<file path="config.mk">
export PLATFORM = sky130hd
export DESIGN_NAME = dfscs_top
export DESIGN_NICKNAME = d
export VERILOG_FILES = /design/src/dfscs_pkg.sv /design/src/dfscs_top.sv
export SDC_FILE = /design/constraint.sdc
export NUM_CORES = 2
export LEC_CHECK = 0
export BUFFER_PORTS_ARGS = -buffer_cell sky130_fd_sc_hd__buf_2
export CORE_ASPECT_RATIO = 1.5
export CORE_UTILIZATION = 25
export CTS_BUF_LIST = sky130_fd_sc_hd__clkbuf_16
export DETAILED_ROUTE_END_ITERATION = 7
export GPL_TIMING_DRIVEN = 0
export SYNTH_ARGS = -nofsm -noshare
export SYNTH_HDL_FRONTEND = slang
export SYNTH_SLANG_ARGS = --single-unit
</file>
<file path="constraint.sdc">
create_clock -name CLK_I -period 5.2 [get_ports CLK_I]
set_input_delay 0.52 -clock CLK_I [delete_from_list [all_inputs] [get_ports CLK_I]]
set_output_delay 0.52 -clock CLK_I [all_outputs]
set_load 0.05 [all_outputs]
</file>
<file path="src/dfscs_pkg.sv">
// constants, carriers and state layout of the display, fan and sensor command block
package dfscs_pkg;
  // ****************************************************************
  // command codes and response types
  // ****************************************************************
  localparam logic [5:0] CMD_GLYPH   = 6'h09;
  localparam logic [5:0] CMD_MEMRD   = 6'h0a;
  localparam logic [5:0] CMD_CURPOS  = 6'h0b;
  localparam logic [5:0] CMD_CURSTY  = 6'h0c;
  localparam logic [5:0] CMD_CONTR   = 6'h0d;
  localparam logic [5:0] CMD_BLIGHT  = 6'h0e;
  localparam logic [5:0] CMD_FANRPT  = 6'h10;
  localparam logic [5:0] CMD_FANPWR  = 6'h11;
  localparam logic [5:0] CMD_DEVINF  = 6'h12;
  localparam logic [5:0] CMD_TEMPEN  = 6'h13;
  localparam logic [1:0] KIND_CMD    = 2'h0;
  localparam logic [1:0] RSP_OK      = 2'h1;
  localparam logic [1:0] RSP_ERR     = 2'h3;
  localparam logic [7:0] RPT_FAN     = 8'h81;
  // ****************************************************************
  // lengths, ranges and field positions
  // ****************************************************************
  localparam logic [4:0] LEN_ZERO    = 5'h00;
  localparam logic [4:0] LEN_ONE     = 5'h01;
  localparam logic [4:0] LEN_TWO     = 5'h02;
  localparam logic [4:0] LEN_FOUR    = 5'h04;
  localparam logic [4:0] LEN_NINE    = 5'h09;
  localparam logic [7:0] GLY_LO      = 8'h40;
  localparam logic [7:0] GLY_HI      = 8'h7f;
  localparam logic [4:0] SCR_COL_MAX = 5'h13;
  localparam int         SCR_BIT     = 7;
  localparam logic [7:0] COL_MAX     = 8'h13;
  localparam logic [7:0] ROW_MAX     = 8'h03;
  localparam logic [7:0] STYLE_MAX   = 8'h03;
  localparam logic [7:0] PCT_MAX     = 8'h64;
  localparam logic [7:0] GLYPH_MAX   = 8'h07;
  localparam logic [7:0] DEV_MAX     = 8'h1f;
  localparam logic [7:0] PIX_MASK    = 8'h3f;
  localparam int         BLINK_BIT   = 7;
  localparam logic [3:0] ROWS_LAST   = 4'h7;
  localparam logic [3:0] ROWS_ALL    = 4'h8;
  localparam logic [3:0] FAN_MASK    = 4'h7;
  localparam logic [1:0] FAN_UNUSED  = 2'h3;
  localparam logic [7:0] CONTR_NOM   = 8'h5f;
  localparam int         NFAN        = 4;
  localparam int         NDEV        = 32;
  // family codes of the two supported temperature sensors: values are arbitrary
  localparam logic [7:0] FAM_TEMP_A  = 8'h5a;
  localparam logic [7:0] FAM_TEMP_B  = 8'h5b;
  // ****************************************************************
  // timing: one report slot is an eighth of a second
  // ****************************************************************
  localparam int         CLK_NS      = 10;
  localparam int         SLOT_MS     = 125;
  localparam int         SLOT_CYC    = SLOT_MS * 1000000 / CLK_NS;
  localparam logic [2:0] SLOT_TEMP   = 3'h0;
  // ****************************************************************
  // carriers and state
  // ****************************************************************
  typedef enum logic [4:0] {
    S_IDLE = 5'b00001,
    S_GWR  = 5'b00010,
    S_MRD  = 5'b00100,
    S_RESP = 5'b01000,
    S_SPARE = 5'b10000
  } dfscs_fsm_e;
  typedef struct packed {
    logic            valid;
    logic [7:0]      kind;
    logic [4:0]      len;
    logic [8:0][7:0] data;
  } dfscs_pkt_s;
  typedef struct packed {
    logic       valid;
    logic [7:0] kind;
    logic [1:0] fan;
  } dfscs_rpt_s;
  typedef struct packed {
    logic        valid;
    logic [4:0]  idx;
    logic [63:0] id;
  } dfscs_enum_s;
  typedef struct packed {
    logic [63:0]     blink;
    logic [7:0]      col;
    logic [7:0]      row;
    logic [1:0]      style;
    logic [7:0]      contrast;
    logic [7:0]      backlight;
    logic [3:0][7:0] fan;
  } dfscs_boot_s;
  typedef struct packed {
    dfscs_fsm_e       fsm;
    logic             loaded;
    dfscs_pkt_s       cmd;
    dfscs_pkt_s       rsp;
    logic [3:0]       cnt;
    logic [3:0]       cap;
    logic [7:0]       mem_addr;
    logic             mem_we;
    logic             mem_re;
    logic [7:0]       mem_wdata;
    logic             rd_pend;
    dfscs_boot_s      cfg;
    dfscs_boot_s      boot_q;
    logic             boot_save;
    logic [3:0]       fan_mask;
    logic [31:0]      temp_mask;
    logic [31:0]      temp_en;
    logic [31:0][63:0] ids;
    logic [31:0]      present;
    logic             enum_done;
    logic [23:0]      tick_cnt;
    logic [2:0]       slot;
    logic [3:0]       force_full;
    logic [3:0][7:0]  fan_out;
    dfscs_rpt_s       fan_rpt;
    logic             temp_scan;
  } dfscs_state_s;
endpackage

</file>
<file path="src/dfscs_top.sv">
// command interpreter for glyph, memory readback, cursor, contrast, backlight, fan and sensor commands
`timescale 1ns/1ps
module dfscs_top #(
  parameter int TICK_CYC = dfscs_pkg::SLOT_CYC  // cycles in one eighth-second slot
) (
  input  wire logic                  CLK_I,          // 100 MHz clock
  input  wire logic                  NRST_I,         // async reset, active low
  input  wire dfscs_pkg::dfscs_pkt_s CMD_I,          // decoded command packet
  output logic                       CMD_READY_O,    // command accepted when high
  output dfscs_pkg::dfscs_pkt_s      RSP_O,          // response packet
  input  wire logic                  RSP_READY_I,    // response taken when high
  output logic [7:0]                 MEM_ADDR_O,     // display memory address code
  output logic                       MEM_WE_O,       // display memory write strobe
  output logic [7:0]                 MEM_WDATA_O,    // display memory write data
  output logic                       MEM_RE_O,       // display memory read strobe
  input  wire logic [7:0]            MEM_RDATA_I,    // read data, cycle after strobe
  output logic [63:0]                GLYPH_BLINK_O,  // blink flag per glyph row
  output logic [7:0]                 CURSOR_COL_O,   // cursor column
  output logic [7:0]                 CURSOR_ROW_O,   // cursor row
  output logic [1:0]                 CURSOR_STYLE_O, // cursor appearance
  output logic [7:0]                 CONTRAST_O,     // contrast level
  output logic [7:0]                 BACKLIGHT_O,    // backlight level
  output logic [3:0][7:0]            FAN_PWR_O,      // effective fan power, percent
  output dfscs_pkg::dfscs_rpt_s      FAN_RPT_O,      // fan report request pulse
  output logic                       TEMP_SCAN_O,    // once-per-second sensor pulse
  output logic [31:0]                TEMP_EN_O,      // sensors cleared for reporting
  input  wire dfscs_pkg::dfscs_enum_s ENUM_I,        // enumerated bus device
  input  wire logic                  ENUM_DONE_I,    // enumeration finished
  input  wire logic                  STORE_I,        // store-boot-state pulse
  output logic                       BOOT_SAVE_O,    // save snapshot pulse
  output dfscs_pkg::dfscs_boot_s     BOOT_STATE_O,   // snapshot to store
  input  wire dfscs_pkg::dfscs_boot_s BOOT_STATE_I   // stored boot state
);

  localparam logic [23:0] TICK_LAST = 24'(TICK_CYC - 1);

  dfscs_pkg::dfscs_state_s st_r;
  dfscs_pkg::dfscs_state_s st_nxt;

  // ****************************************************************
  // address code check for readback
  // ****************************************************************
  function automatic logic addr_ok(input logic [7:0] a);
    logic gly;
    logic scr;
    gly = (a >= dfscs_pkg::GLY_LO) && (a <= dfscs_pkg::GLY_HI);
    scr = a[dfscs_pkg::SCR_BIT] && (a[4:0] <= dfscs_pkg::SCR_COL_MAX);
    return gly || scr;
  endfunction

  // ****************************************************************
  // next state
  // ****************************************************************
  always_comb begin
    logic            ok;
    logic [2:0]      nslot;
    logic [1:0]      fk;
    logic [3:0]      ri;
    logic [5:0]      bi;
    logic [7:0]      fam;
    logic [4:0]      di;
    ok    = 1'b0;
    nslot = 3'h0;
    fk    = 2'h0;
    ri    = 4'h0;
    bi    = 6'h0;
    fam   = 8'h00;
    di    = 5'h00;
    st_nxt = st_r;
    st_nxt.mem_we    = 1'b0;
    st_nxt.mem_re    = 1'b0;
    st_nxt.rd_pend   = st_r.mem_re;
    st_nxt.boot_save = 1'b0;
    st_nxt.fan_rpt   = '0;
    st_nxt.temp_scan = 1'b0;

    // settings come up from the stored boot state after release
    if (!st_r.loaded) begin
      st_nxt.cfg    = BOOT_STATE_I;
      st_nxt.loaded = 1'b1;
    end

    // capture bus devices while power-up enumeration runs
    if (!st_r.enum_done) begin
      if (ENUM_I.valid) begin
        st_nxt.ids[ENUM_I.idx]     = ENUM_I.id;
        st_nxt.present[ENUM_I.idx] = 1'b1;
      end
      st_nxt.enum_done = ENUM_DONE_I;
    end

    // snapshot of the savable settings
    if (STORE_I) begin
      st_nxt.boot_q    = st_r.cfg;
      st_nxt.boot_save = 1'b1;
    end

    // eighth-second slots: fan k owns slot k of each half second
    if (st_r.tick_cnt == TICK_LAST) begin
      st_nxt.tick_cnt   = 24'h000000;
      nslot             = st_r.slot + 3'h1;
      st_nxt.slot       = nslot;
      fk                = nslot[1:0];
      st_nxt.force_full = 4'h0;
      if (st_r.fan_mask[fk] && (fk != dfscs_pkg::FAN_UNUSED)) begin
        st_nxt.fan_rpt.valid  = 1'b1;
        st_nxt.fan_rpt.kind   = dfscs_pkg::RPT_FAN;
        st_nxt.fan_rpt.fan    = fk;
        st_nxt.force_full[fk] = 1'b1;
      end
      st_nxt.temp_scan = (nslot == dfscs_pkg::SLOT_TEMP) && (st_r.temp_en != 32'h00000000);
    end else begin
      st_nxt.tick_cnt = st_r.tick_cnt + 24'h000001;
    end

    // command sequencer
    case (st_r.fsm)
      dfscs_pkg::S_IDLE: begin
        if (CMD_I.valid && st_r.loaded) begin
          st_nxt.cmd      = CMD_I;
          st_nxt.rsp      = '0;
          st_nxt.rsp.kind = {dfscs_pkg::RSP_OK, CMD_I.kind[5:0]};
          st_nxt.rsp.len  = dfscs_pkg::LEN_ZERO;
          st_nxt.fsm      = dfscs_pkg::S_RESP;
          st_nxt.cnt      = 4'h0;
          st_nxt.cap      = 4'h0;
          if (CMD_I.kind[7:6] == dfscs_pkg::KIND_CMD) begin
            case (CMD_I.kind[5:0])
              dfscs_pkg::CMD_GLYPH: begin
                if ((CMD_I.len == dfscs_pkg::LEN_NINE) && (CMD_I.data[0] <= dfscs_pkg::GLYPH_MAX)) begin
                  ok         = 1'b1;
                  st_nxt.fsm = dfscs_pkg::S_GWR;
                end
              end
              dfscs_pkg::CMD_MEMRD: begin
                if ((CMD_I.len == dfscs_pkg::LEN_ONE) && addr_ok(CMD_I.data[0])) begin
                  ok                 = 1'b1;
                  st_nxt.rsp.len     = dfscs_pkg::LEN_NINE;
                  st_nxt.rsp.data[0] = CMD_I.data[0];
                  st_nxt.fsm         = dfscs_pkg::S_MRD;
                end
              end
              dfscs_pkg::CMD_CURPOS: begin
                if ((CMD_I.len == dfscs_pkg::LEN_TWO) && (CMD_I.data[0] <= dfscs_pkg::COL_MAX) &&
                    (CMD_I.data[1] <= dfscs_pkg::ROW_MAX)) begin
                  ok             = 1'b1;
                  st_nxt.cfg.col = CMD_I.data[0];
                  st_nxt.cfg.row = CMD_I.data[1];
                end
              end
              dfscs_pkg::CMD_CURSTY: begin
                if ((CMD_I.len == dfscs_pkg::LEN_ONE) && (CMD_I.data[0] <= dfscs_pkg::STYLE_MAX)) begin
                  ok               = 1'b1;
                  st_nxt.cfg.style = CMD_I.data[0][1:0];
                end
              end
              dfscs_pkg::CMD_CONTR: begin
                if (CMD_I.len == dfscs_pkg::LEN_ONE) begin
                  ok                  = 1'b1;
                  st_nxt.cfg.contrast = CMD_I.data[0];
                end
              end
              dfscs_pkg::CMD_BLIGHT: begin
                if ((CMD_I.len == dfscs_pkg::LEN_ONE) && (CMD_I.data[0] <= dfscs_pkg::PCT_MAX)) begin
                  ok                   = 1'b1;
                  st_nxt.cfg.backlight = CMD_I.data[0];
                end
              end
              dfscs_pkg::CMD_FANRPT: begin
                if (CMD_I.len == dfscs_pkg::LEN_ONE) begin
                  ok              = 1'b1;
                  st_nxt.fan_mask = CMD_I.data[0][3:0] & dfscs_pkg::FAN_MASK;
                end
              end
              dfscs_pkg::CMD_FANPWR: begin
                if ((CMD_I.len == dfscs_pkg::LEN_FOUR) && (CMD_I.data[0] <= dfscs_pkg::PCT_MAX) &&
                    (CMD_I.data[1] <= dfscs_pkg::PCT_MAX) && (CMD_I.data[2] <= dfscs_pkg::PCT_MAX) &&
                    (CMD_I.data[3] <= dfscs_pkg::PCT_MAX)) begin
                  ok = 1'b1;
                  for (int k = 0; k < dfscs_pkg::NFAN; k++) begin
                    st_nxt.cfg.fan[k] = CMD_I.data[k];
                  end
                end
              end
              dfscs_pkg::CMD_DEVINF: begin
                if ((CMD_I.len == dfscs_pkg::LEN_ONE) && (CMD_I.data[0] <= dfscs_pkg::DEV_MAX)) begin
                  ok                 = 1'b1;
                  di                 = CMD_I.data[0][4:0];
                  st_nxt.rsp.len     = dfscs_pkg::LEN_NINE;
                  st_nxt.rsp.data[0] = CMD_I.data[0];
                  for (int b = 0; b < 8; b++) begin
                    st_nxt.rsp.data[b + 1] = st_r.ids[di][b*8 +: 8];
                  end
                end
              end
              dfscs_pkg::CMD_TEMPEN: begin
                if (CMD_I.len == dfscs_pkg::LEN_FOUR) begin
                  ok               = 1'b1;
                  st_nxt.temp_mask = {CMD_I.data[3], CMD_I.data[2], CMD_I.data[1], CMD_I.data[0]};
                end
              end
              default: begin
                ok = 1'b0;
              end
            endcase
          end
          // refused commands leave the settings as they were
          if (!ok) begin
            st_nxt.cfg       = st_r.cfg;
            st_nxt.fan_mask  = st_r.fan_mask;
            st_nxt.temp_mask = st_r.temp_mask;
            st_nxt.rsp       = '0;
            st_nxt.rsp.kind  = {dfscs_pkg::RSP_ERR, CMD_I.kind[5:0]};
            st_nxt.fsm       = dfscs_pkg::S_RESP;
          end
          st_nxt.rsp.valid = (st_nxt.fsm == dfscs_pkg::S_RESP);
        end
      end
      dfscs_pkg::S_GWR: begin
        // one row per cycle, top row first
        ri                   = st_r.cnt + 4'h1;
        bi                   = {st_r.cmd.data[0][2:0], st_r.cnt[2:0]};
        st_nxt.mem_we        = 1'b1;
        st_nxt.mem_addr      = dfscs_pkg::GLY_LO + {2'h0, bi};
        st_nxt.mem_wdata     = st_r.cmd.data[ri] & dfscs_pkg::PIX_MASK;
        st_nxt.cfg.blink[bi] = st_r.cmd.data[ri][dfscs_pkg::BLINK_BIT];
        st_nxt.cnt           = ri;
        if (st_r.cnt == dfscs_pkg::ROWS_LAST) begin
          st_nxt.rsp.valid = 1'b1;
          st_nxt.fsm       = dfscs_pkg::S_RESP;
        end
      end
      dfscs_pkg::S_MRD: begin
        // issue eight reads, gather each one cycle later
        if (st_r.cnt != dfscs_pkg::ROWS_ALL) begin
          st_nxt.mem_re   = 1'b1;
          st_nxt.mem_addr = st_r.cmd.data[0] + {4'h0, st_r.cnt};
          st_nxt.cnt      = st_r.cnt + 4'h1;
        end
        if (st_r.rd_pend) begin
          st_nxt.rsp.data[st_r.cap + 4'h1] = MEM_RDATA_I;
          st_nxt.cap                       = st_r.cap + 4'h1;
          if (st_r.cap == dfscs_pkg::ROWS_LAST) begin
            st_nxt.rsp.valid = 1'b1;
            st_nxt.fsm       = dfscs_pkg::S_RESP;
          end
        end
      end
      dfscs_pkg::S_RESP: begin
        if (RSP_READY_I) begin
          st_nxt.rsp.valid = 1'b0;
          st_nxt.fsm       = dfscs_pkg::S_IDLE;
        end
      end
      default: begin
        st_nxt.fsm = dfscs_pkg::S_IDLE;
      end
    endcase

    // only detected sensors of the two supported families may report
    for (int d = 0; d < dfscs_pkg::NDEV; d++) begin
      fam = st_r.ids[d][7:0];
      st_nxt.temp_en[d] = st_r.temp_mask[d] && st_r.present[d] &&
                          ((fam == dfscs_pkg::FAM_TEMP_A) || (fam == dfscs_pkg::FAM_TEMP_B));
    end

    // effective fan power with report override and dead fourth channel
    for (int k = 0; k < dfscs_pkg::NFAN; k++) begin
      if (k == int'(dfscs_pkg::FAN_UNUSED)) begin
        st_nxt.fan_out[k] = 8'h00;
      end else if (st_nxt.force_full[k]) begin
        st_nxt.fan_out[k] = dfscs_pkg::PCT_MAX;
      end else begin
        st_nxt.fan_out[k] = st_nxt.cfg.fan[k];
      end
    end
  end

  // ****************************************************************
  // state register
  // ****************************************************************
  always_ff @(posedge CLK_I or negedge NRST_I) begin
    if (!NRST_I) begin
      st_r              <= '0;
      st_r.fsm          <= dfscs_pkg::S_IDLE;
      st_r.cfg.contrast <= dfscs_pkg::CONTR_NOM;
    end else begin
      st_r <= st_nxt;
    end
  end

  // ****************************************************************
  // outputs
  // ****************************************************************
  // command ready decoded from the registered state, everything else straight from the state register
  assign CMD_READY_O    = (st_r.fsm == dfscs_pkg::S_IDLE) && st_r.loaded;
  assign RSP_O          = st_r.rsp;
  assign MEM_ADDR_O     = st_r.mem_addr;
  assign MEM_WE_O       = st_r.mem_we;
  assign MEM_WDATA_O    = st_r.mem_wdata;
  assign MEM_RE_O       = st_r.mem_re;
  assign GLYPH_BLINK_O  = st_r.cfg.blink;
  assign CURSOR_COL_O   = st_r.cfg.col;
  assign CURSOR_ROW_O   = st_r.cfg.row;
  assign CURSOR_STYLE_O = st_r.cfg.style;
  assign CONTRAST_O     = st_r.cfg.contrast;
  assign BACKLIGHT_O    = st_r.cfg.backlight;
  assign FAN_PWR_O      = st_r.fan_out;
  assign FAN_RPT_O      = st_r.fan_rpt;
  assign TEMP_SCAN_O    = st_r.temp_scan;
  assign TEMP_EN_O      = st_r.temp_en;
  assign BOOT_SAVE_O    = st_r.boot_save;
  assign BOOT_STATE_O   = st_r.boot_q;

endmodule // dfscs_top

</file>
==> impl_metrics.toml <==
[sta]
finalClockSkew_ns = 0.0709
max_slew_margin_pct = -8.19
fin_crit_ns = 5.03
tightestPinTransition_ns = 1.62
hold_slack_ns = 0.0347
finalCritPeriodShare_pct = 96.7
fin_ws_ns = 0.173
setup_viol = 0
fmax_mhz = 199
hold_violations = 0
rsz0062_at_grt = "false"
final_max_slew_viol_count = 61

[logic_synthesis]
ys_warn_count = 0
ys_types = 80
synthAdderAreaFrac_pct = 0.194
synthTopCellsByArea = "dfrtp_1, mux2_2, mux4_2, buf_4, clkbuf_1"
synthCells = 8362
synth_ff_type = "dfrtp_1"
seq_area_frac_synth_pct = 55.2
syn_area_um2 = 120000
async_flop_share_pct = 100
synth-seq-cells = 2643
synthXorXnorAreaFrac_pct = 0.234
syn_avg_cell_area_um2 = 14.3
synth_simple_gate_area_share_pct = 4.27
synth_edf_count = 0
synth.mux.area_fraction_pct = 31.6
synth-compound-area-share_pct = 3.55
netlist.area_leader.share_pct = 55.0
yosysTopAreaCell = "dfrtp_1"
synth_top_family_by_area = "multiplexers"

[route]
drt-total-wl_mm = 471
via_per_inst = 4.89
firstDrtPassIters = 8
routed-via-count = 79000
wl_per_cell_um = 29.2
drc = 0
drt_iter0_drc = 6522
wl_met3_mm = 28.8
postRouteAntennaNets = 0
wl_met1_mm = 161
dr.max_layer_used = "met5"
dr_wl_met2_mm = 235

[die]
fp-row-count = 311
initial_core_util_pct = 25.1
io_pins = 709
die_h_um = 850
die_area_um2 = 482000
die_w_um = 567
coreArea_um2 = 478000

[power]
p_total_mw = 47.8
p_per_area_nw_per_um2 = 334
power_leakage_nw = 67.5
irDropWorstVdd_mv = 0.263

[setup_path]
worst-path-stages = 8
cp-end-kind = "flip-flop"
cp_max_fo = 10
crit_arrival_ns = 5.79
required_ns = 5.96
critPathLaunchType = "input port"
critPathKind = "in2reg"
path_buf_inv = 3
crit_chain = "buf_2, clkbuf_1, nand3_1, clkbuf_2, o22ai_1, nor4_1, a22oi_1, o21ai_0"
path_delay_family = "buffers and inverters"
reg2reg_depth = 10
slowest_delay_ns = 1.34
worst_path_max_delay_cell = "nand3_1"

[place]
post-place-ws_ns = -0.732
place_congestion = 0.924
dpl.hpwl_mm = 356
dpl-instance-area_um2 = 132000
dp.cells = 15400
numPortBuffers = 679

[clock_network]
cts_buffer_depth = 4
cts_tree = "done"
cts.sinks = 2643
cts_made_buffers = 270
clockRootBuffer = "clkbuf_16"
cts.clk_slew.worst_paths_ns = 0.06
htreeDepth = 5
clk_latency_ns = 0.95
postCtsSetupBuffers = 0

[outcome]
status = "finished, violations left"
violations = "capacitance limit, slew limit"

[global_routing]
gr-total-overflow = 0
grt_pass1_wl_mm = 651
grt_max_degree = 168
antenna_found_initial = 136
grt_pass1_vias = 81800
track_usage_pct = 19.1

[min_path]
min_path_cells = 3
worstHoldPathType = "in2reg"

[finish]
final_layout_size_suffix_gt1_share_pct = 45.3
stdcell_area_um2 = 143000
fin_nets = 9880
final_cell_count_no_fill = 16100
area_growth_pct = 19.3

[job]
max-cap-violations = 6
-- cells in the final DEF, fill, tap and decap left out, types with 192 or more instances in the layout --
master | Yosys | layout
o22ai_1 | 249 | 249
clkbuf_1 | 593 | 545
dlygate4sd3_1 | 0 | 192
buf_2 | 84 | 765
dfrtp_1 | 2636 | 2636
buf_4 | 405 | 406
clkbuf_16 | 0 | 278
mux4_2 | 518 | 518
mux2_2 | 2219 | 2219
nand2_1 | 346 | 346
-- synthesized netlist by cell type (all sizes together) (41+ instances only) --
| cell type | instances |
|---|---|
| nand3 | 78 |
| buf | 533 |
| o22ai | 249 |
| nor4 | 74 |
| mux4 | 518 |
| a31oi | 41 |
| a22oi | 63 |
| a21oi | 70 |
| nor2 | 188 |
| mux2 | 2225 |
| o21ai | 108 |
| dfrtp | 2636 |
| mux2i | 115 |
| nand2 | 346 |
| clkbuf | 593 |
| a221oi | 46 |
| nor2b | 85 |
-- worst reg2reg max path, delay by kind of cell, from the launching register on --
kind                   cells  cell delay, ns
buffers and inverters      4            1.98
AND/OR/NAND/NOR            4            1.50
AO/OA/AOI/OAI              2            0.78
flip-flops                 1            0.35
-- worst paths after layout --
| path | end | slack, ns | startpoint |
|---|---|---|---|
| min | BACKLIGHT_O[3] | 0.03 | BOOT_STATE_I[35] |
| min reg2reg | st_r[2653] | 0.48 | st_r[2653] |
| min in group asynchronous | st_r[75] | 0.25 | NRST_I |
| max reg2reg | RSP_O[28] | 0.42 | st_r[2688] |
| max | RSP_O[31] | 0.17 | CMD_I[4] |
| max in group asynchronous | st_r[871] | 0.78 | NRST_I |
-- layout make-up --
class | count | area [um^2]
diodes | 131 | 328
inverters | 26 | 97.6
multi-input cells | 4585 | 47900
plain buffers | 1126 | 5920
well taps | 6260 | 7830
repair buffers | 911 | 6260
clock inverters | 188 | 1580
clock buffers | 276 | 6910
flip-flops and latches | 2643 | 66100
fillers | 48300 | 335000
-- registers in the layout, indices dropped and copies added, names as in the netlist --
register,flops
CURSOR_STYLE_O,2
FAN_RPT_O,3
BOOT_SAVE_O,1
CURSOR_ROW_O,8
CURSOR_COL_O,8
GLYPH_BLINK_O,64
BACKLIGHT_O,8
BOOT_STATE_O,130
st_r,2256
MEM_ADDR_O,8
MEM_RE_O,1
FAN_PWR_O,24
MEM_WE_O,1
MEM_WDATA_O,6
CONTRAST_O,8
TEMP_SCAN_O,1
RSP_O,82
TEMP_EN_O,32
-- per-layer routing --
metal | vias to the layer above | GRT usage (%)
met5 | - | 0
met4 | 40 | 16.6
met3 | 1356 | 3.70
met2 | 3415 | 33.1
met1 | 41400 | 19.8
li1 | 32700 | -
-- power by group --
group | internal (mW) | switching, mW | total [mW]
registers | 21.4 | 0.552 | 21.9
clock network | 10.8 | 8.79 | 19.6
logic | 2.03 | 4.28 | 6.31
total | 34.2 | 13.6 | 47.8
-- kinds of logic after synthesis --
| family | Yosys count |
|---|---|
| XOR/XNOR | 32 |
| AND/OR/NAND/NOR | 1006 |
| multiplexers | 2858 |
| adder cells (fa/ha/maj) | 18 |
| flip-flops | 2643 |
| buffers and inverters | 1152 |
| AO/OA/AOI/OAI | 651 |
| other | 2 |
-- through the flow --
step,utilization (%),setup TNS (ns)
2_1_floorplan,-,0
3_3_place_gp,27.4,-
3_5_place_dp,27.6,-115.09
4_1_cts,29.8,0
5_1_grt,29.9,0
6_report,29.9,0
-- what timing repair did --
action,4_1_cts,5_1_grt
endpoints found under the setup margin,0,155
hold buffers,193,0
hold endpoints to repair,384,0
gates resized for setup,0,0
(Power assumes the default switching activity.)
